$ cat config.mk
export PLATFORM = sky130hd
export DESIGN_NAME = phase_trip_logic
export DESIGN_NICKNAME = d
export VERILOG_FILES = /design/src/include/trip_logic_pkg.sv /design/src/verilog/phase_trip_logic.sv
export SDC_FILE = /design/constraint.sdc
export NUM_CORES = 1
export LEC_CHECK = 0
export BUFFER_PORTS_ARGS = -buffer_cell sky130_fd_sc_hd__buf_2
export CORE_ASPECT_RATIO = 0.9
export CORE_MARGIN = 3
export CORE_UTILIZATION = 62
export CTS_BUF_LIST = sky130_fd_sc_hd__clkbuf_8 sky130_fd_sc_hd__clkbuf_16
export DETAILED_ROUTE_END_ITERATION = 7
export PLACE_DENSITY = 0.83
export SLEW_MARGIN = 20
export SYNTH_ARGS = -nofsm -noshare
export SYNTH_HDL_FRONTEND = slang
export SYNTH_SLANG_ARGS = --single-unit
$ cat constraint.sdc
create_clock -name aclk -period 6.62 [get_ports aclk]
set_clock_uncertainty 0.1 [all_clocks]
set_input_delay 0.662 -clock aclk [delete_from_list [all_inputs] [get_ports aclk]]
set_output_delay 0.662 -clock aclk [all_outputs]
set_load 0.02 [all_outputs]
$ cat src/include/trip_logic_pkg.sv
/*
  Package for the phase-selective trip logic block: register offsets, field positions, reset values,
  operating modes and timing constants.
  Assumes a 50 MHz system clock and 32-bit AXI4-Lite register access.
*/
package trip_logic_pkg;

  // Operating modes, two-bit field of the control register.
  localparam logic [1:0] MODE_OFF = 2'h0;
  localparam logic [1:0] MODE_ALL_PHASE_ONLY = 2'h1;
  localparam logic [1:0] MODE_SINGLE_OR_ALL_PHASE = 2'h2;

  // Register byte offsets.
  localparam logic [7:0] OFS_CTRL = 8'h00;
  localparam logic [7:0] OFS_MIN_PULSE = 8'h04;
  localparam logic [7:0] OFS_EVOLVE = 8'h08;
  localparam logic [7:0] OFS_TRIP_STATUS = 8'h0C;
  localparam logic [7:0] OFS_EVENT = 8'h10;
  localparam logic [7:0] OFS_MASK = 8'h14;

  // Field positions of the status and event words.
  localparam int BIT_PHASE_A = 0;
  localparam int BIT_PHASE_B = 1;
  localparam int BIT_PHASE_C = 2;
  localparam int BIT_ANY = 3;
  localparam int BIT_ALL_PHASE = 4;
  localparam int EVENT_W = 8;

  // Reset values and the limits of the settings.
  localparam logic [1:0] RST_MODE = MODE_OFF;
  localparam logic [15:0] RST_MIN_PULSE_MS = 16'd150;
  localparam logic [15:0] RST_EVOLVE_MS = 16'd1000;
  localparam logic [15:0] MIN_SETTING_MS = 16'd50;
  localparam logic [15:0] MAX_SETTING_MS = 16'd60000;
  localparam logic [7:0] RST_MASK = 8'h00;

  // Millisecond tick derived from the clock.
  localparam int CLK_HZ = 50000000;
  localparam int TICK_PERIOD_MS = 1;
  localparam int TICK_CYCLES = CLK_HZ / 1000 * TICK_PERIOD_MS;

  // AXI responses.
  localparam logic [1:0] RESP_OKAY = 2'h0;
  localparam logic [1:0] RESP_SLVERR = 2'h2;

endpackage

$ cat src/verilog/phase_trip_logic.sv
/*
  Phase-selective trip decision block with an AXI4-Lite register slave, pulse stretching,
  evolving-fault window, trip status and on/off event flags with an interrupt.
  Assumes request inputs come from logic on aclk and need no synchroniser.
*/
// The implementer's own choices: the address map and register access over AXI4-Lite.
`timescale 1ns/1ps

// Notes on behaviour
// RL1: Mode is off, all-phase only or single/all-phase, and is off after reset.
// RL2: Every trip output stays on for at least the programmed minimum pulse, 50 to 60000 ms, default 150 ms.
// RL3: The evolving-fault wait is programmable over 50 to 60000 ms, default 1000 ms.
// RL4: The block input forces every trip output inactive.
// RL5: The single-phase request together with the phase requests picks which phase trips.
// RL6: The three-phase request trips all three phases.
// RL7: Each phase request asks for a trip of its own phase.
// RL8: The force-all-phase input widens any trip to all three phases.
// RL9: The any-trip output is on whenever any trip is generated.
// RL10: The all-phase output is on whenever the trip covers all three phases.
// RL11: Each change of a phase output or the any-trip output records an on or an off event flag.
// RL12: Software can read the state of all five trip outputs.
// RL13: With the mode off no trip output is generated.
// RL14: A fault on two phases also trips the third phase.
// RL15: While the evolving-fault window runs, any further trip covers all three phases.
// RL16: In all-phase-only mode every trip request becomes a three-phase trip.
// RL17: A single-phase trip starts the evolving-fault window and both timers run from a 1 ms tick.
module phase_trip_logic
  import trip_logic_pkg::*;
(
  input wire logic aclk,
  input wire logic aresetn,
  input wire logic [7:0] s_axi_awaddr,
  input wire logic s_axi_awvalid,
  output logic s_axi_awready,
  input wire logic [31:0] s_axi_wdata,
  input wire logic [3:0] s_axi_wstrb,
  input wire logic s_axi_wvalid,
  output logic s_axi_wready,
  output logic [1:0] s_axi_bresp,
  output logic s_axi_bvalid,
  input wire logic s_axi_bready,
  input wire logic [7:0] s_axi_araddr,
  input wire logic s_axi_arvalid,
  output logic s_axi_arready,
  output logic [31:0] s_axi_rdata,
  output logic [1:0] s_axi_rresp,
  output logic s_axi_rvalid,
  input wire logic s_axi_rready,
  input wire logic block_in,
  input wire logic single_phase_req,
  input wire logic three_phase_req,
  input wire logic phase_a_req,
  input wire logic phase_b_req,
  input wire logic phase_c_req,
  input wire logic force_all_phase_req,
  output logic phase_a_trip_out,
  output logic phase_b_trip_out,
  output logic phase_c_trip_out,
  output logic any_trip_out,
  output logic all_phase_trip_out,
  output logic irq
);

  ////////////////////////////////////////////////////////////////////////////////
  // Declarations.
  logic [1:0] mode_ff, nxt_mode;
  logic [15:0] min_pulse_ff, nxt_min_pulse;
  logic [15:0] evolve_ff, nxt_evolve;
  logic [7:0] mask_ff, nxt_mask;
  logic [7:0] event_ff, nxt_event;
  logic aw_got_ff, nxt_aw_got, w_got_ff, nxt_w_got;
  logic [7:0] awaddr_ff, nxt_awaddr;
  logic [31:0] wdata_ff, nxt_wdata;
  logic [3:0] wstrb_ff, nxt_wstrb;
  logic bvalid_ff, nxt_bvalid;
  logic [1:0] bresp_ff, nxt_bresp;
  logic rvalid_ff, nxt_rvalid;
  logic [31:0] rdata_ff, nxt_rdata;
  logic [1:0] rresp_ff, nxt_rresp;
  logic [15:0] tick_cnt_ff, nxt_tick_cnt;
  logic tick;
  logic [15:0] pulse_ms_ff, nxt_pulse_ms;
  logic [15:0] evolve_ms_ff, nxt_evolve_ms;
  logic [2:0] phase_ff, nxt_phase;
  logic [2:0] req_phase;
  logic req_any, req_all, widen, trip_single;
  logic do_write;
  logic [31:0] wr_val;
  logic [3:0] prev_ff;
  logic [3:0] cur_vec;

  ////////////////////////////////////////////////////////////////////////////////
  // AXI4-Lite write and read channels with register updates.
  assign s_axi_awready = !aw_got_ff && !bvalid_ff;
  assign s_axi_wready = !w_got_ff && !bvalid_ff;
  assign s_axi_arready = !rvalid_ff;
  assign s_axi_bvalid = bvalid_ff;
  assign s_axi_bresp = bresp_ff;
  assign s_axi_rvalid = rvalid_ff;
  assign s_axi_rdata = rdata_ff;
  assign s_axi_rresp = rresp_ff;
  assign do_write = (aw_got_ff || (s_axi_awvalid && s_axi_awready)) && (w_got_ff || (s_axi_wvalid && s_axi_wready));

  always_comb
  begin
    nxt_aw_got = aw_got_ff;
    nxt_w_got = w_got_ff;
    nxt_awaddr = awaddr_ff;
    nxt_wdata = wdata_ff;
    nxt_wstrb = wstrb_ff;
    nxt_bvalid = bvalid_ff;
    nxt_bresp = bresp_ff;
    nxt_rvalid = rvalid_ff;
    nxt_rdata = rdata_ff;
    nxt_rresp = rresp_ff;
    nxt_mode = mode_ff;
    nxt_min_pulse = min_pulse_ff;
    nxt_evolve = evolve_ff;
    nxt_mask = mask_ff;
    wr_val = '0;
    if (s_axi_awvalid && s_axi_awready)
    begin
      nxt_aw_got = 1'b1;
      nxt_awaddr = s_axi_awaddr;
    end
    if (s_axi_wvalid && s_axi_wready)
    begin
      nxt_w_got = 1'b1;
      nxt_wdata = s_axi_wdata;
      nxt_wstrb = s_axi_wstrb;
    end
    if (do_write)
    begin
      nxt_aw_got = 1'b0;
      nxt_w_got = 1'b0;
      nxt_bvalid = 1'b1;
      nxt_bresp = RESP_OKAY;
      for (int i = 0; i < 4; i++)
      begin
        wr_val[i*8 +: 8] = nxt_wstrb[i] ? nxt_wdata[i*8 +: 8] : 8'h00;
      end
      case (nxt_awaddr)
        OFS_CTRL:
        begin
          // Codes beyond the three modes are refused and the mode stays. [RL1]
          if (nxt_wstrb[0] && wr_val[1:0] != 2'h3)
            nxt_mode = wr_val[1:0];
        end
        OFS_MIN_PULSE:
        begin
          // Settings outside the documented range are clamped. [RL2]
          if (nxt_wstrb[1:0] == 2'h3)
            nxt_min_pulse = (wr_val[15:0] < MIN_SETTING_MS) ? MIN_SETTING_MS :
              (wr_val[15:0] > MAX_SETTING_MS) ? MAX_SETTING_MS : wr_val[15:0];
        end
        OFS_EVOLVE:
        begin
          if (nxt_wstrb[1:0] == 2'h3) // [RL3]
            nxt_evolve = (wr_val[15:0] < MIN_SETTING_MS) ? MIN_SETTING_MS :
              (wr_val[15:0] > MAX_SETTING_MS) ? MAX_SETTING_MS : wr_val[15:0];
        end
        OFS_MASK:
        begin
          if (nxt_wstrb[0])
            nxt_mask = wr_val[7:0];
        end
        OFS_EVENT, OFS_TRIP_STATUS: ;
        default: nxt_bresp = RESP_SLVERR;
      endcase
    end
    if (bvalid_ff && s_axi_bready)
      nxt_bvalid = 1'b0;
    if (rvalid_ff && s_axi_rready)
      nxt_rvalid = 1'b0;
    if (s_axi_arvalid && s_axi_arready)
    begin
      nxt_rvalid = 1'b1;
      nxt_rresp = RESP_OKAY;
      case (s_axi_araddr)
        OFS_CTRL: nxt_rdata = {30'h0, mode_ff};
        OFS_MIN_PULSE: nxt_rdata = {16'h0, min_pulse_ff};
        OFS_EVOLVE: nxt_rdata = {16'h0, evolve_ff};
        OFS_TRIP_STATUS: nxt_rdata = {27'h0, all_phase_trip_out, any_trip_out, phase_ff}; // [RL12]
        OFS_EVENT: nxt_rdata = {24'h0, event_ff};
        OFS_MASK: nxt_rdata = {24'h0, mask_ff};
        default:
        begin
          nxt_rdata = 32'h0000_0000;
          nxt_rresp = RESP_SLVERR;
        end
      endcase
    end
  end

  // Registers of the bus slave and the settings.
  always_ff @(posedge aclk)
  begin
    if (!aresetn)
    begin
      aw_got_ff <= 1'b0;
      w_got_ff <= 1'b0;
      awaddr_ff <= 8'h00;
      wdata_ff <= 32'h0000_0000;
      wstrb_ff <= 4'h0;
      bvalid_ff <= 1'b0;
      bresp_ff <= RESP_OKAY;
      rvalid_ff <= 1'b0;
      rdata_ff <= 32'h0000_0000;
      rresp_ff <= RESP_OKAY;
      mode_ff <= RST_MODE; // [RL1]
      min_pulse_ff <= RST_MIN_PULSE_MS;
      evolve_ff <= RST_EVOLVE_MS;
      mask_ff <= RST_MASK;
    end
    else
    begin
      aw_got_ff <= nxt_aw_got;
      w_got_ff <= nxt_w_got;
      awaddr_ff <= nxt_awaddr;
      wdata_ff <= nxt_wdata;
      wstrb_ff <= nxt_wstrb;
      bvalid_ff <= nxt_bvalid;
      bresp_ff <= nxt_bresp;
      rvalid_ff <= nxt_rvalid;
      rdata_ff <= nxt_rdata;
      rresp_ff <= nxt_rresp;
      mode_ff <= nxt_mode;
      min_pulse_ff <= nxt_min_pulse;
      evolve_ff <= nxt_evolve;
      mask_ff <= nxt_mask;
    end
  end

  ////////////////////////////////////////////////////////////////////////////////
  // Trip decision: requested phases, widening, pulse stretching and evolving window.
  assign tick = (tick_cnt_ff == 16'(TICK_CYCLES - 1)); // [RL17]
  always_comb
  begin
    for (int i = 0; i < 3; i++)
      req_phase[i] = 1'b0;
    req_phase[0] = phase_a_req;
    req_phase[1] = phase_b_req;
    req_phase[2] = phase_c_req;
    // A three-phase request trips on its own; a lone single-phase flag names no phase. [RL5] [RL6] [RL7]
    req_any = (|req_phase) || three_phase_req;
    // Two phases, explicit three-phase, forcing or mode widen to all phases. [RL6] [RL8] [RL14] [RL16]
    // The window widens only a further trip (a new phase or a fresh one), so the request that opened it
    // keeps its single phase while it stands. [RL15]
    widen = three_phase_req || force_all_phase_req || (mode_ff == MODE_ALL_PHASE_ONLY) ||
            ((evolve_ms_ff != 16'h0) && ((phase_ff == 3'h0) || (|(req_phase & ~phase_ff)))) ||
            ((req_phase[0] & req_phase[1]) | (req_phase[1] & req_phase[2]) | (req_phase[0] & req_phase[2]));
    req_all = req_any && widen;
    trip_single = req_any && !widen;
    nxt_tick_cnt = tick ? 16'h0 : tick_cnt_ff + 16'h1;
    nxt_phase = phase_ff;
    nxt_pulse_ms = pulse_ms_ff;
    nxt_evolve_ms = evolve_ms_ff;
    if (tick && pulse_ms_ff != 16'h0)
      nxt_pulse_ms = pulse_ms_ff - 16'h1;
    if (tick && evolve_ms_ff != 16'h0)
      nxt_evolve_ms = evolve_ms_ff - 16'h1;
    if (tick && pulse_ms_ff == 16'h1 && !req_any)
      nxt_phase = 3'h0; // Release only after the minimum pulse. [RL2]
    if (req_any)
    begin
      nxt_phase = phase_ff | (req_all ? 3'h7 : req_phase);
      nxt_pulse_ms = min_pulse_ff; // [RL2]
    end
    // Only phase requests flagged as single-phase arm the evolving-fault window. [RL5]
    if (trip_single && single_phase_req && phase_ff == 3'h0)
      nxt_evolve_ms = evolve_ff; // [RL17]
    if (block_in || mode_ff == MODE_OFF)
    begin
      nxt_phase = 3'h0; // [RL4] [RL13]
      nxt_pulse_ms = 16'h0;
      nxt_evolve_ms = 16'h0;
    end
  end

  // Trip state registers.
  always_ff @(posedge aclk)
  begin
    if (!aresetn)
    begin
      tick_cnt_ff <= 16'h0;
      pulse_ms_ff <= 16'h0;
      evolve_ms_ff <= 16'h0;
      phase_ff <= 3'h0;
    end
    else
    begin
      tick_cnt_ff <= nxt_tick_cnt;
      pulse_ms_ff <= nxt_pulse_ms;
      evolve_ms_ff <= nxt_evolve_ms;
      phase_ff <= nxt_phase;
    end
  end

  assign phase_a_trip_out = phase_ff[0];
  assign phase_b_trip_out = phase_ff[1];
  assign phase_c_trip_out = phase_ff[2];
  assign any_trip_out = |phase_ff; // [RL9]
  assign all_phase_trip_out = &phase_ff; // [RL10]

  ////////////////////////////////////////////////////////////////////////////////
  // On/off events: bits 3:0 rise of A,B,C,any; bits 7:4 fall. Set wins over write-one-clear.
  assign cur_vec = {any_trip_out, phase_ff};
  always_comb
  begin
    nxt_event = event_ff;
    if (do_write && nxt_awaddr == OFS_EVENT && nxt_wstrb[0])
      nxt_event = event_ff & ~nxt_wdata[7:0];
    nxt_event = nxt_event | {prev_ff & ~cur_vec, cur_vec & ~prev_ff}; // [RL11]
  end

  // Event flags and previous output state.
  always_ff @(posedge aclk)
  begin
    if (!aresetn)
    begin
      event_ff <= 8'h00;
      prev_ff <= 4'h0;
    end
    else
    begin
      event_ff <= nxt_event;
      prev_ff <= cur_vec;
    end
  end

  assign irq = |(event_ff & mask_ff);

  ////////////////////////////////////////////////////////////////////////////////
  // Checks.
  property p_block_clears;
    @(posedge aclk) disable iff (!aresetn) block_in |=> (phase_ff == 3'h0);
  endproperty
  a_block_clears: assert property (p_block_clears) else $error("Trip active after block."); // [RL4]

  property p_off_clears;
    @(posedge aclk) disable iff (!aresetn) (mode_ff == MODE_OFF) |=> !any_trip_out;
  endproperty
  a_off_clears: assert property (p_off_clears) else $error("Trip active in off mode."); // [RL13]

  property p_three_phase;
    @(posedge aclk) disable iff (!aresetn)
      (three_phase_req && !block_in && mode_ff != MODE_OFF) |=> all_phase_trip_out;
  endproperty
  a_three_phase: assert property (p_three_phase) else $error("Three-phase request not honoured."); // [RL6]

  property p_force;
    @(posedge aclk) disable iff (!aresetn)
      (force_all_phase_req && phase_a_req && !block_in && mode_ff != MODE_OFF) |=> (phase_ff == 3'h7);
  endproperty
  a_force: assert property (p_force) else $error("Forced trip not on all phases."); // [RL8]

  property p_two_phase;
    @(posedge aclk) disable iff (!aresetn)
      (phase_a_req && phase_b_req && !block_in && mode_ff != MODE_OFF) |=> phase_c_trip_out;
  endproperty
  a_two_phase: assert property (p_two_phase) else $error("Third phase missing."); // [RL14]

  property p_mode_all;
    @(posedge aclk) disable iff (!aresetn)
      (mode_ff == MODE_ALL_PHASE_ONLY && phase_b_req && !block_in) |=> all_phase_trip_out;
  endproperty
  a_mode_all: assert property (p_mode_all) else $error("All-phase mode gave partial trip."); // [RL16]

  property p_hold;
    @(posedge aclk) disable iff (!aresetn)
      (any_trip_out && pulse_ms_ff > 16'h1 && !block_in && mode_ff != MODE_OFF) |=> any_trip_out;
  endproperty
  a_hold: assert property (p_hold) else $error("Trip dropped before minimum pulse."); // [RL2]

  property p_any;
    @(posedge aclk) disable iff (!aresetn) (phase_ff != 3'h0) |-> any_trip_out && (all_phase_trip_out == (phase_ff == 3'h7));
  endproperty
  a_any: assert property (p_any) else $error("General or all-phase output wrong."); // [RL9]

  property p_event;
    @(posedge aclk) disable iff (!aresetn) $rose(any_trip_out) |=> event_ff[BIT_ANY];
  endproperty
  a_event: assert property (p_event) else $error("Trip on event not recorded."); // [RL11]

endmodule

==> results of run 1 <==
## cell families (layout without fill, tap and decap cells)
| kind of cell | count (synthesis) | count (layout) |
|---|---|---|
| AO/OA/AOI/OAI | 217 | 217 |
| multiplexers | 24 | 24 |
| buffers and inverters | 89 | 136 |
| XOR/XNOR | 38 | 38 |
| adder cells (fa/ha/maj) | 6 | 6 |
| flip-flops | 153 | 153 |
| other | 1 | 18 |
| AND/OR/NAND/NOR | 404 | 404 |
## worst max-delay path, stage by stage (launching register included)
cell and delay, ps:
dfxtp_1 400, or3b_2 810, mux2i_1 350, o31ai_1 730, nand2_1 310, o41ai_1 370
## final timing paths
path,depth (start not counted),start,slack [ps],end
min,2,awaddr_ff[7]$_SDFF_PN0_,350,awaddr_ff[7]$_SDFF_PN0_
max,5,s_axi_bvalid$_SDFFE_PP0P_,3460,evolve_ff[3]$_SDFFE_PN1P_
min reg2reg,2,awaddr_ff[7]$_SDFF_PN0_,350,awaddr_ff[7]$_SDFF_PN0_
max reg2reg,5,s_axi_bvalid$_SDFFE_PP0P_,3460,evolve_ff[3]$_SDFFE_PN1P_
## cells in the final DEF (no fill, tap or decap), types with 10 or more instances in the layout
cell / n
a22oi_1: 20
clkbuf_16: 17
mux2i_1: 20
buf_2: 76
nand3_1: 39
dfxtp_1: 153
inv_1: 23
conb_1: 18
a211oi_1: 33
nor2b_1: 10
nand4_1: 19
nand2_1: 107
o21ai_0: 33
xnor2_1: 22
nor2_1: 112
a21oi_1: 65
nor4_1: 14
and2_1: 19
xor2_1: 16
nor3_1: 16
## per-stage QoR
stage | setup WS [ps] | total power, W | hold WS, ps | instances
3_3_place_gp | 3223 | 0.001166 | 343.6 | 1121
5_1_grt | 3241 | 0.002302 | 372.5 | 1152
6_report | 3457 | 0.002236 | 352.9 | 1152
2_1_floorplan | 3973 | 0.001116 | 330.0 | 949
3_5_place_dp | 3174 | 0.001169 | 350.2 | 1121
4_1_cts | 3528 | 0.002236 | 359.0 | 1152
## registers in the layout, indices dropped and copies added, names as in the netlist, 2 cells and up
register / cells
awaddr_ff: 8
event_ff: 8
evolve_ff: 16
evolve_ms_ff: 16
mask_ff: 8
min_pulse_ff: 16
mode_ff: 2
phase_ff: 3
prev_ff: 4
pulse_ms_ff: 16
s_axi_rdata: 16
tick_cnt_ff: 16
wdata_ff: 16
wstrb_ff: 2
## layout make-up
cell class                      instances  area share (%)
Clock buffer                           18           5.079
Clock inverter                         13           2.431
Inverter                               20          0.8682
Multi-Input combinational cell        707           48.76
Sequential cell                       153           35.42
Tap cell                              156           2.257
Timing Repair Buffer                   85           5.180
## metal layers
layer	up-vias	routed length [um]	GRT usage [%]
met5	-	0	0
met4	0	500	11.87
met3	49	1883	7.041
met2	365	9858	47.98
met1	3388	8700	41.36
li1	3421	-	-
## where the power goes
part	switching (W)	internal (W)
combinational	0.000133	0.0000635
sequential	0.0000203	0.000939
clock	0.000374	0.000707
==> key figures, run 1 <==
Die
  • Die height: 111.1 um
  • Rows: 37
  • I/O Pins: 113
  • Die Area: 13640 sq um
  • Die width: 122.8 um
  • Initial Util: 64.98%
  • Core area: 11710 sq um

Worst setup path
  • Critical path peak fanout: 30
  • Setup crit start kind: flop
  • Worst Path Arrival: 3400 ps
  • CP endpoint kind: flop
  • Crit path required time: 6850 ps
  • Crit Path Category: reg -> reg

CTS
  • Clk Tree Root Cell: clkbuf_16
  • Total CTS buffers: 17
  • CTS tree: built
  • CTS H-tree lvls: 4
  • CTS sink cnt: 153
  • Postcts setup bufs: 0
  • Clock tree buffer depth: 2
  • CTS resizes: 0
  • Worst-Skew Late Latency: 430 ps
  • Hold buffers post-CTS: 0
  • Clk slew on worst S/H paths: 60 ps

Timing
  • Rel. slew slack: 41.38%
  • Worst-margin pin slew: 876.1 ps
  • Tmin final: 3163 ps
  • Setup TNS: 0 ps
  • RSZ-0062 raised after global routing: false
  • Hold Fails Final Rpt: 0
  • Count of final setup violators: 0
  • FMAX: 0.3161 GHz
  • Pins over their slew limit: 0
  • Final worst path period share: 47.79%

Yosys
  • Mux share of post-synthesis cell area: 3.518%
  • Primary FF master, synth: dfxtp_1
  • Compound-cell area share of the yosys netlist: 19.10%
  • Post-Syn Area: 7611 sq um
  • Most instantiated cells after synthesis: 153 x dfxtp_1, 112 x nor2_1, 107 x nand2_1
  • Adder-Cell Fraction of Synth Area: 0.9535%
  • Seq/Total Area, Yosys: 40.24%
  • Cell variety after synth: 73
  • Leading area contributor after synthesis: dfxtp_1
  • Synth warnings: 0
  • Synth Area in XOR/XNOR: 4.373%
  • Synth top area cells: dfxtp_1 40%, nor2_1 5.5%, nand2_1 5.3%, a21oi_1 4.3%, a211oi_1 3.3%
  • Post-synth top area share: 40.24%
  • Synth Instances: 932
  • Largest family of logic cells by synthesized area: simple AND/OR/NAND/NOR gates
  • Fraction of registers with async set/reset: 0%
  • Register bit count reported by yosys: 153
  • Count of flip-flops with a built-in enable after synthesis: 0
  • Post-synthesis simple-gate area fraction: 26.35%
  • Top-count cell post-synth: dfxtp_1
  • Average cell area after synthesis: 8.166 sq um

Route
  • Total Wirelength: 20940 um
  • Vias per Instance: 6.270
  • Initial DRC Count: 932
  • # DRC: 0
  • ANT nets after route: 0
  • Total iterations of the first detailed-routing run: 6
  • Vias: 7223
  • DR WL/cell: 18.18 um

GRT
  • Initial antenna violation count: 0
  • Largest net degree at the start of global routing: 63
  • Vias in the first global route: 6650
  • Total track usage: 30.82%
  • Total gr overflow: 0
  • First-pass GRT wire length: 33560 um

Placed design
  • DP Area: 7993 sq um
  • Placed wire-length estimate: 14060 um
  • Port Buffers: 76
  • Placer Congestion: 0.9493

Finish
  • Share of cells above drive strength 1: 14.06%
  • Sequential Area: 3063 sq um
  • Filler cell count: 898
  • Final core utilization: 73.83%
  • Layout area overhead: 13.61%
  • Final instance area: 8647 sq um
  • Area of the multi-input gates: 4217 sq um
  • Final net count: 1055
  • N_diodes: 0

Status
  • Outcome: finished, final reports clean

Pwr
  • Cell Pwr Density: 258.6 nW/um^2
  • Lkg Pwr: 3.377 nW
  • Max VDD drop: 240.7 uV

Run
  • MaxCap Viol Count: 0

Min path
  • Tightest Hold Check Type: reg -> reg
Power figures use the tool's default switching activity.
==> run 2, diff against run 1 <==
--- a/config.mk
+++ b/config.mk
@@ -5,13 +5,14 @@
 export SDC_FILE = /design/constraint.sdc
 export NUM_CORES = 1
 export LEC_CHECK = 0
+export ABC_AREA = 1
 export BUFFER_PORTS_ARGS = -buffer_cell sky130_fd_sc_hd__buf_2
 export CORE_ASPECT_RATIO = 0.9
 export CORE_MARGIN = 3
-export CORE_UTILIZATION = 62
+export CORE_UTILIZATION = 58
 export CTS_BUF_LIST = sky130_fd_sc_hd__clkbuf_8 sky130_fd_sc_hd__clkbuf_16
 export DETAILED_ROUTE_END_ITERATION = 7
-export PLACE_DENSITY = 0.83
+export PLACE_DENSITY = 0.78
 export SLEW_MARGIN = 20
 export SYNTH_ARGS = -nofsm -noshare
 export SYNTH_HDL_FRONTEND = slang
==> constraint.sdc (replaced) <==
create_clock -name aclk -period 2.99 [get_ports aclk]
set_clock_uncertainty 0.1 [all_clocks]
set_input_delay 0.299 -clock aclk [delete_from_list [all_inputs] [get_ports aclk]]
set_output_delay 0.299 -clock aclk [all_outputs]
set_load 0.02 [all_outputs]
==> run 2 against run 1 <==
- largest cell class unchanged
- largest power group unchanged
- clock power is 99% higher
- highest routed layer unchanged
- global-route usage decreased by 2.5 points
- power rose by 130%
- final cell count up 22%
- register-to-register slack lost 3100 ps
- fmax is 19% higher
- sequential power is 120% higher
- utilization fell by 5.6 points
- non-clock buffer count is 6 higher
- critical path type unchanged
- setup slack worse by 3100 ps
==> key figures, run 2 <==
Timing
  • Hold Fails Final Rpt: 0 (unchanged)
  • Worst-margin pin slew: 1049 ps (was 876.1 ps)
  • PnR worst setup slack: 321.1 ps (was 3457 ps)
  • Setup TNS: 0 ps (unchanged)
  • Final worst path period share: 89.26% (was 47.79%)
  • RSZ-0062 raised after global routing: false (unchanged)
  • Tmin final: 2669 ps (was 3163 ps)
  • FMAX: 0.3747 GHz (was 0.3161 GHz)
  • Count of final setup violators: 0 (unchanged)
  • Pins over their slew limit: 0 (unchanged)
  • Rel. slew slack: 29.98% (was 41.38%)

Yosys
  • Post-Syn Area: 7855 sq um (was 7611 sq um)
  • Synth warnings: 0 (unchanged)
  • Most instantiated cells after synthesis: 244 x nand2_1, 153 x dfxtp_1, 145 x inv_1 (was 153 x dfxtp_1, 112 x nor2_1, 107 x nand2_1)
  • Primary FF master, synth: dfxtp_1 (unchanged)
  • Cell variety after synth: 45 (was 73)
  • Synth Instances: 1156 (was 932)
  • Top-count cell post-synth: nand2_1 (was dfxtp_1)
  • Average cell area after synthesis: 6.795 sq um (was 8.166 sq um)
  • Leading area contributor after synthesis: dfxtp_1 (unchanged)
  • Synth top area cells: dfxtp_1 39%, nand2_1 12%, inv_1 6.9%, a21oi_1 6.2%, nor2_1 6.2% (was dfxtp_1 40%, nor2_1 5.5%, nand2_1 5.3%, a21oi_1 4.3%, a211oi_1 3.3%)
  • Count of flip-flops with a built-in enable after synthesis: 0 (unchanged)
  • Fraction of registers with async set/reset: 0% (unchanged)
  • Seq/Total Area, Yosys: 38.99% (was 40.24%)
  • Post-synth top area share: 38.99% (was 40.24%)
  • Register bit count reported by yosys: 153 (unchanged)

Finish
  • Most frequent cells in the layout: 244 x nand2_1, 153 x dfxtp_1, 144 x inv_1 (was 153 x dfxtp_1, 112 x nor2_1, 107 x nand2_1)
  • Sequential Area: 3063 sq um (unchanged)
  • Commonest non-fill, non-tap cell in the layout: nand2_1 (was dfxtp_1)
  • Share of cells above drive strength 1: 14.22% (was 14.06%)
  • Filler cell count: 1187 (was 898)
  • Area of the multi-input gates: 3894 sq um (was 4217 sq um)
  • Final net count: 1299 (was 1055)
  • Layout area overhead: 12.73% (was 13.61%)
  • N_diodes: 0 (unchanged)
  • Non-Filler Instances: 1402 (was 1152)

Status
  • Outcome: finished, final reports clean (unchanged)

Die
  • I/O Pins: 113 (unchanged)
  • Rows: 39 (was 37)
  • Die height: 116.4 um (was 111.1 um)
  • Initial Util: 60.52% (was 64.98%)
  • Die width: 128.7 um (was 122.8 um)
  • Core area: 12980 sq um (was 11710 sq um)
  • Die Area: 14980 sq um (was 13640 sq um)

GRT
  • Largest net degree at the start of global routing: 64 (was 63)
  • First-pass GRT wire length: 33770 um (was 33560 um)
  • Vias in the first global route: 6885 (was 6650)
  • Total gr overflow: 0 (unchanged)
  • Initial antenna violation count: 0 (unchanged)
  • Total track usage: 28.34% (was 30.82%)

CTS
  • CTS resizes: 0 (unchanged)
  • Hold buffers post-CTS: 1 (was 0)
  • Worst-Skew Late Latency: 420 ps (was 430 ps)
  • Clk Tree Root Cell: clkbuf_16 (unchanged)
  • Clock tree buffer depth: 2 (unchanged)
  • Postcts setup bufs: 0 (unchanged)
  • CTS sink cnt: 153 (unchanged)
  • Total CTS buffers: 17 (unchanged)
  • CTS H-tree lvls: 4 (unchanged)
  • CTS tree: built (unchanged)
  • Clk slew on worst S/H paths: 60 ps (about the same)

Route
  • ANT nets after route: 0 (unchanged)
  • Total iterations of the first detailed-routing run: 7 (was 6)
  • Total Wirelength: 20650 um (was 20940 um)
  • Initial DRC Count: 724 (was 932)
  • # DRC: 0 (unchanged)
  • Vias per Instance: 5.455 (was 6.270)
  • DR WL/cell: 14.73 um (was 18.18 um)
  • Vias: 7648 (was 7223)

Worst setup path
  • Setup crit start kind: flop (unchanged)
  • Worst-path cell chain: nor2_4 -> nand2_4 -> inv_2 -> nor2_1 -> nor2_2 -> nand2_2 -> nor2_4 -> nand3_2 -> nor2_4 -> inv_2 -> a21oi_1 -> o21ai_1 (was or3b_2 -> mux2i_1 -> o31ai_1 -> nand2_1 -> o41ai_1)
  • Most used cell, CP: nor2_4
  • Largest stage delay, worst path: 370 ps (was 810 ps)
  • CP endpoint kind: flop (unchanged)
  • Worst Path Arrival: 2880 ps (was 3400 ps)
  • Crit Path Category: reg -> reg (unchanged)
  • Crit path required time: 3200 ps (was 6850 ps)
  • Critical path peak fanout: 26 (was 30)
  • Worst path slowest cell: dfxtp_1 (was or3b_2)

Pwr
  • Clk pwr share: 42.5% (was 48.3%)
  • Lkg Pwr: 4.001 nW (was 3.377 nW)
  • Switching part of the total: 28.64% (was 23.56%)
  • Reg power frac: 42.3% (was 42.9%)
  • Cell Pwr Density: 571.7 nW/um^2 (was 258.6 nW/um^2)
  • Net Sw Power: 0.001450 W (was 0.0005268 W)
  • Share of power burned in combinational logic: 15.3% (was 8.8%)
  • Internal: 0.003612 W (was 0.001709 W)
  • Max VDD drop: 451.3 uV (was 240.7 uV)

Placed design
  • Port Buffers: 76 (unchanged)
  • Placer Congestion: 0.9087 (was 0.9493)
  • DP Worst Slack: 375.9 ps (was 3174 ps)
  • Placed wire-length estimate: 15040 um (was 14060 um)
  • Dpl cells: 1372 (was 1121)

Min path
  • Tightest Hold Check Type: in -> reg (was reg -> reg)

Run
  • MaxCap Viol Count: 0 (unchanged)
## run 2: cell families (layout without fill, tap and decap cells)
group | after synthesis | after routing | share of synthesized area, %
AOI/OAI and AO/OA | 241 | 241 | 16.73
other | 1 | 18 | 0.04774
adders and majority gates | 5 | 5 | 0.7964
DFF | 153 | 153 | 38.99
xor gates and xnor gates | 23 | 23 | 2.564
and+or+nand+nor | 514 | 514 | 28.62
buffers and inverters | 219 | 284 | 12.25
## run 2: final cells by class
cell class                 count  share of cell area (%)
clock buffer                  20                   5.271
clock inverter                 9                   1.300
inverter                     164                   6.952
multi-input combinational    801                   43.97
sequential                   153                   34.59
tap                          164                   2.317
timing repair buffer          91                   5.596
## run 2: final timing paths
kind,cells past startpoint,slack [ps],startpoint,end
setup / recovery,12,320,s_axi_bvalid$_SDFFE_PP0P_,evolve_ff[8]$_SDFFE_PN1P_
hold / removal,3,30,s_axi_awaddr[6],awaddr_ff[6]$_SDFF_PN0_
hold reg to reg,1,350,tick_cnt_ff[0]$_SDFF_PP0_,tick_cnt_ff[0]$_SDFF_PP0_
setup reg to reg,12,320,s_axi_bvalid$_SDFFE_PP0P_,evolve_ff[8]$_SDFFE_PN1P_
## run 2: critical path: cells and delay by family, from the launching register on
family / cells / cell delay (ps)
AOI/OAI and AO/OA: 2 / 250
buffers and inverters: 2 / 370
DFF: 1 / 370
and+or+nand+nor: 8 / 1450
## run 2: metrics by stage
step | utilization, % | total power, W | hold slack [ps] | area [sq um]
3_3_place_gp | 63.66 | 0.002933 | 331.6 | 8263
5_1_grt | 68.22 | 0.005259 | 38.41 | 8855
6_report | 68.22 | 0.005062 | 31.59 | 8855
4_1_cts | 68.22 | 0.005072 | 22.16 | 8855
2_1_floorplan | - | 0.002795 | 293.2 | 7919
3_5_place_dp | 63.66 | 0.002945 | 340.7 | 8263
## run 2: power by group through the flow
stage	clock network, W	registers (W)	logic, W
3_5_place_dp	0	0.00219	0.000759
5_1_grt	0.00225	0.00215	0.000865
3_3_place_gp	0	0.00218	0.000749
4_1_cts	0.00216	0.00214	0.000767
2_1_floorplan	0	0.00219	0.000603
6_report	0.00215	0.00214	0.000772
## run 2: per-layer routing
layer / track usage [%] / part of all wire (%) / vias up
li1: - / - / 3841
met1: 38.85 / 44 / 3464
met2: 44.72 / 45 / 306
met3: 6.310 / 8.2 / 37
met4: 9.237 / 2.4 / 0
met5: 0 / 0 / -
==> run 3, diff against run 2 <==
--- a/config.mk
+++ b/config.mk
@@ -7,9 +7,11 @@
 export LEC_CHECK = 0
 export ABC_AREA = 1
 export BUFFER_PORTS_ARGS = -buffer_cell sky130_fd_sc_hd__buf_2
+export CELL_PAD_IN_SITES_DETAIL_PLACEMENT = 0
+export CELL_PAD_IN_SITES_GLOBAL_PLACEMENT = 2
 export CORE_ASPECT_RATIO = 0.9
 export CORE_MARGIN = 3
-export CORE_UTILIZATION = 58
+export CORE_UTILIZATION = 32
 export CTS_BUF_LIST = sky130_fd_sc_hd__clkbuf_8 sky130_fd_sc_hd__clkbuf_16
 export DETAILED_ROUTE_END_ITERATION = 7
 export PLACE_DENSITY = 0.78
==> run 3 against run 2 <==
- critical path depth is the same
- global-route usage shrank 9.7 points
- clock power shrank 4%
- final cell count grew 11%
- sequential power is essentially flat
- hold slack lost 17 ps
- sequential share of layout area shrank 0.77 points
- flip-flop and latch count is the same
==> key figures, run 3 (synthesized netlist as in run 2, its figures left out) <==
Status
  • Outcome: finished, final reports clean (unchanged)

Worst setup path
  • Crit path required time: 3210 ps (was 3200 ps)
  • CP endpoint kind: flop (unchanged)
  • Critical path peak fanout: 19 (was 26)
  • Setup crit start kind: flop (unchanged)
  • Most used cell, CP: nor2_4 (unchanged)
  • Worst-path cell chain: nor2_4 -> nand2_4 -> nand2_1 -> nand2_1 -> buf_4 -> nand2_2 -> nor2_4 -> nand3_2 -> nor2_4 -> inv_2 -> a21oi_1 -> o21ai_1 (was nor2_4 -> nand2_4 -> inv_2 -> nor2_1 -> nor2_2 -> nand2_2 -> nor2_4 -> nand3_2 -> nor2_4 -> inv_2 -> a21oi_1 -> o21ai_1)
  • Worst Path Arrival: 2760 ps (was 2880 ps)
  • Largest stage delay, worst path: 450 ps (was 370 ps)
  • Crit Path Category: reg -> reg (unchanged)
  • Worst path slowest cell: dfxtp_1 (unchanged)

Route
  • Total iterations of the first detailed-routing run: 5 (was 7)
  • Vias per Instance: 4.760 (was 5.455)
  • DR WL/cell: 15.71 um (was 14.73 um)
  • Total Wirelength: 24380 um (was 20650 um)
  • Initial DRC Count: 513 (was 724)
  • Vias: 7387 (was 7648)
  • ANT nets after route: 0 (unchanged)
  • # DRC: 0 (unchanged)

Timing
  • Tmin final: 2547 ps (was 2669 ps)
  • Worst-margin pin slew: 1022 ps (was 1049 ps)
  • RSZ-0062 raised after global routing: false (unchanged)
  • PnR worst setup slack: 443.4 ps (was 321.1 ps)
  • FMAX: 0.3927 GHz (was 0.3747 GHz)
  • Pins over their slew limit: 0 (unchanged)
  • Rel. slew slack: 31.45% (was 29.98%)
  • Final worst path period share: 85.17% (was 89.26%)
  • Hold Fails Final Rpt: 0 (unchanged)
  • Count of final setup violators: 0 (unchanged)
  • Setup TNS: 0 ps (unchanged)
  • Hold WS: 14.40 ps (was 31.59 ps)

CTS
  • Clk Tree Root Cell: clkbuf_16 (unchanged)
  • Total CTS buffers: 17 (unchanged)
  • CTS resizes: 0 (unchanged)
  • Worst-Skew Late Latency: 430 ps (was 420 ps)
  • CTS H-tree lvls: 4 (unchanged)
  • Clock tree buffer depth: 2 (unchanged)
  • Postcts setup bufs: 0 (unchanged)
  • CTS tree: built (unchanged)
  • Clk slew on worst S/H paths: 70 ps (was 60 ps)
  • CTS sink cnt: 153 (unchanged)

Min path
  • Tightest Hold Check Type: in -> reg (unchanged)

Die
  • Die width: 171.2 um (was 128.7 um)
  • Rows: 53 (was 39)
  • Die Area: 26470 sq um (was 14980 sq um)
  • I/O Pins: 113 (unchanged)
  • Core area: 23740 sq um (was 12980 sq um)
  • Die height: 154.6 um (was 116.4 um)
  • Initial Util: 33.09% (was 60.52%)

Placed design
  • Placed wire-length estimate: 18420 um (was 15040 um)
  • Dpl cells: 1519 (was 1372)
  • DP Area: 8503 sq um (was 8263 sq um)
  • Placer Congestion: 0.8513 (was 0.9087)
  • Port Buffers: 76 (unchanged)
  • DP Worst Slack: 468.3 ps (was 375.9 ps)

Finish
  • Most frequent cells in the layout: 244 x nand2_1, 153 x dfxtp_1, 144 x inv_1 (unchanged)
  • Final instance area: 9057 sq um (was 8855 sq um)
  • Layout area overhead: 15.31% (was 12.73%)
  • Non-Filler Instances: 1552 (was 1402)
  • N_diodes: 0 (unchanged)
  • Final net count: 1308 (was 1299)
  • Commonest non-fill, non-tap cell in the layout: nand2_1 (unchanged)
  • Share of cells above drive strength 1: 14.96% (was 14.22%)

GRT
  • Total track usage: 18.69% (was 28.34%)
  • Largest net degree at the start of global routing: 64 (unchanged)
  • Vias in the first global route: 6988 (was 6885)
  • First-pass GRT wire length: 38740 um (was 33770 um)
  • Initial antenna violation count: 0 (unchanged)
  • Total gr overflow: 0 (unchanged)

Pwr
  • Cell Pwr Density: 551.8 nW/um^2 (was 571.7 nW/um^2)
  • Lkg Pwr: 4.025 nW (was 4.001 nW)
  • Max VDD drop: 364.6 uV (was 451.3 uV)

Run
  • MaxCap Viol Count: 0 (unchanged)
run 3: cell count changes in the layout (fill, tap and decap cells not counted), moves of 2 or more:
cell / before / now
clkbuf_8: 3 / 0
clkinvlp_4: 2 / 4
bufinv_16: 2 / 0
inv_8: 0 / 2
buf_4: 14 / 23
run 3: final cells by class:
class	count	area [sq um]
fillers	2631	14680
multi-input cells	801	3894
well taps	302	377.9
repair buffers	100	563.0
flip-flops and latches	153	3063
inverters	164	615.6
clock inverters	15	118.9
clock buffers	17	425.4
run 3: worst max-delay path, delay by kind of cell, from the launching register on:
kind | cells | cell delay (ps)
AO/OA/AOI/OAI | 2 | 240
buffers and inverters | 2 | 380
flip-flops | 1 | 450
AND/OR/NAND/NOR | 8 | 1250
run 3: worst paths after layout:
check | end | start | cells past startpoint | slack (ps)
worst max register to register | evolve_ff[7]$_SDFFE_PN1P_ | s_axi_bvalid$_SDFFE_PP0P_ | 12 | 440
worst max-delay path | evolve_ff[7]$_SDFFE_PN1P_ | s_axi_bvalid$_SDFFE_PP0P_ | 12 | 440
worst min-delay path | awaddr_ff[7]$_SDFF_PN0_ | s_axi_awaddr[7] | 3 | 10
worst min register to register | tick_cnt_ff[0]$_SDFF_PP0_ | tick_cnt_ff[0]$_SDFF_PP0_ | 1 | 340
run 3: routing by layer:
layer  vias to the layer above  routed length, um  global-route usage (%)
li1                       3865                  -                       -
met1                      3376              12460                   27.57
met2                       133              10610                   28.44
met3                        13               1116                   3.808
met4                         0                193                   3.410
met5                         -                  0                       0
run 3: power breakdown:
part | total (W) | switching (W) | internal, W
clock network | 0.00206 | 0.000977 | 0.00108
registers | 0.00214 | 0.0000314 | 0.00211
logic | 0.000804 | 0.000573 | 0.000230
total | 0.00500 | 0.00158 | 0.00342
run 3: timing repair:
| item | CTS | global route |
|---|---|---|
| hold buffers | 1 | 0 |
| setup endpoints to repair | 0 | 0 |
| endpoints found under the hold margin | 1 | 0 |
run 3: stage by stage:
step	utilization (%)	power, W
after floorplan	-	0.002795
after global placement	35.82	0.002995
after detailed placement	35.82	0.002999
after CTS	38.15	0.005065
after global routing	38.15	0.005254
final	38.15	0.004998
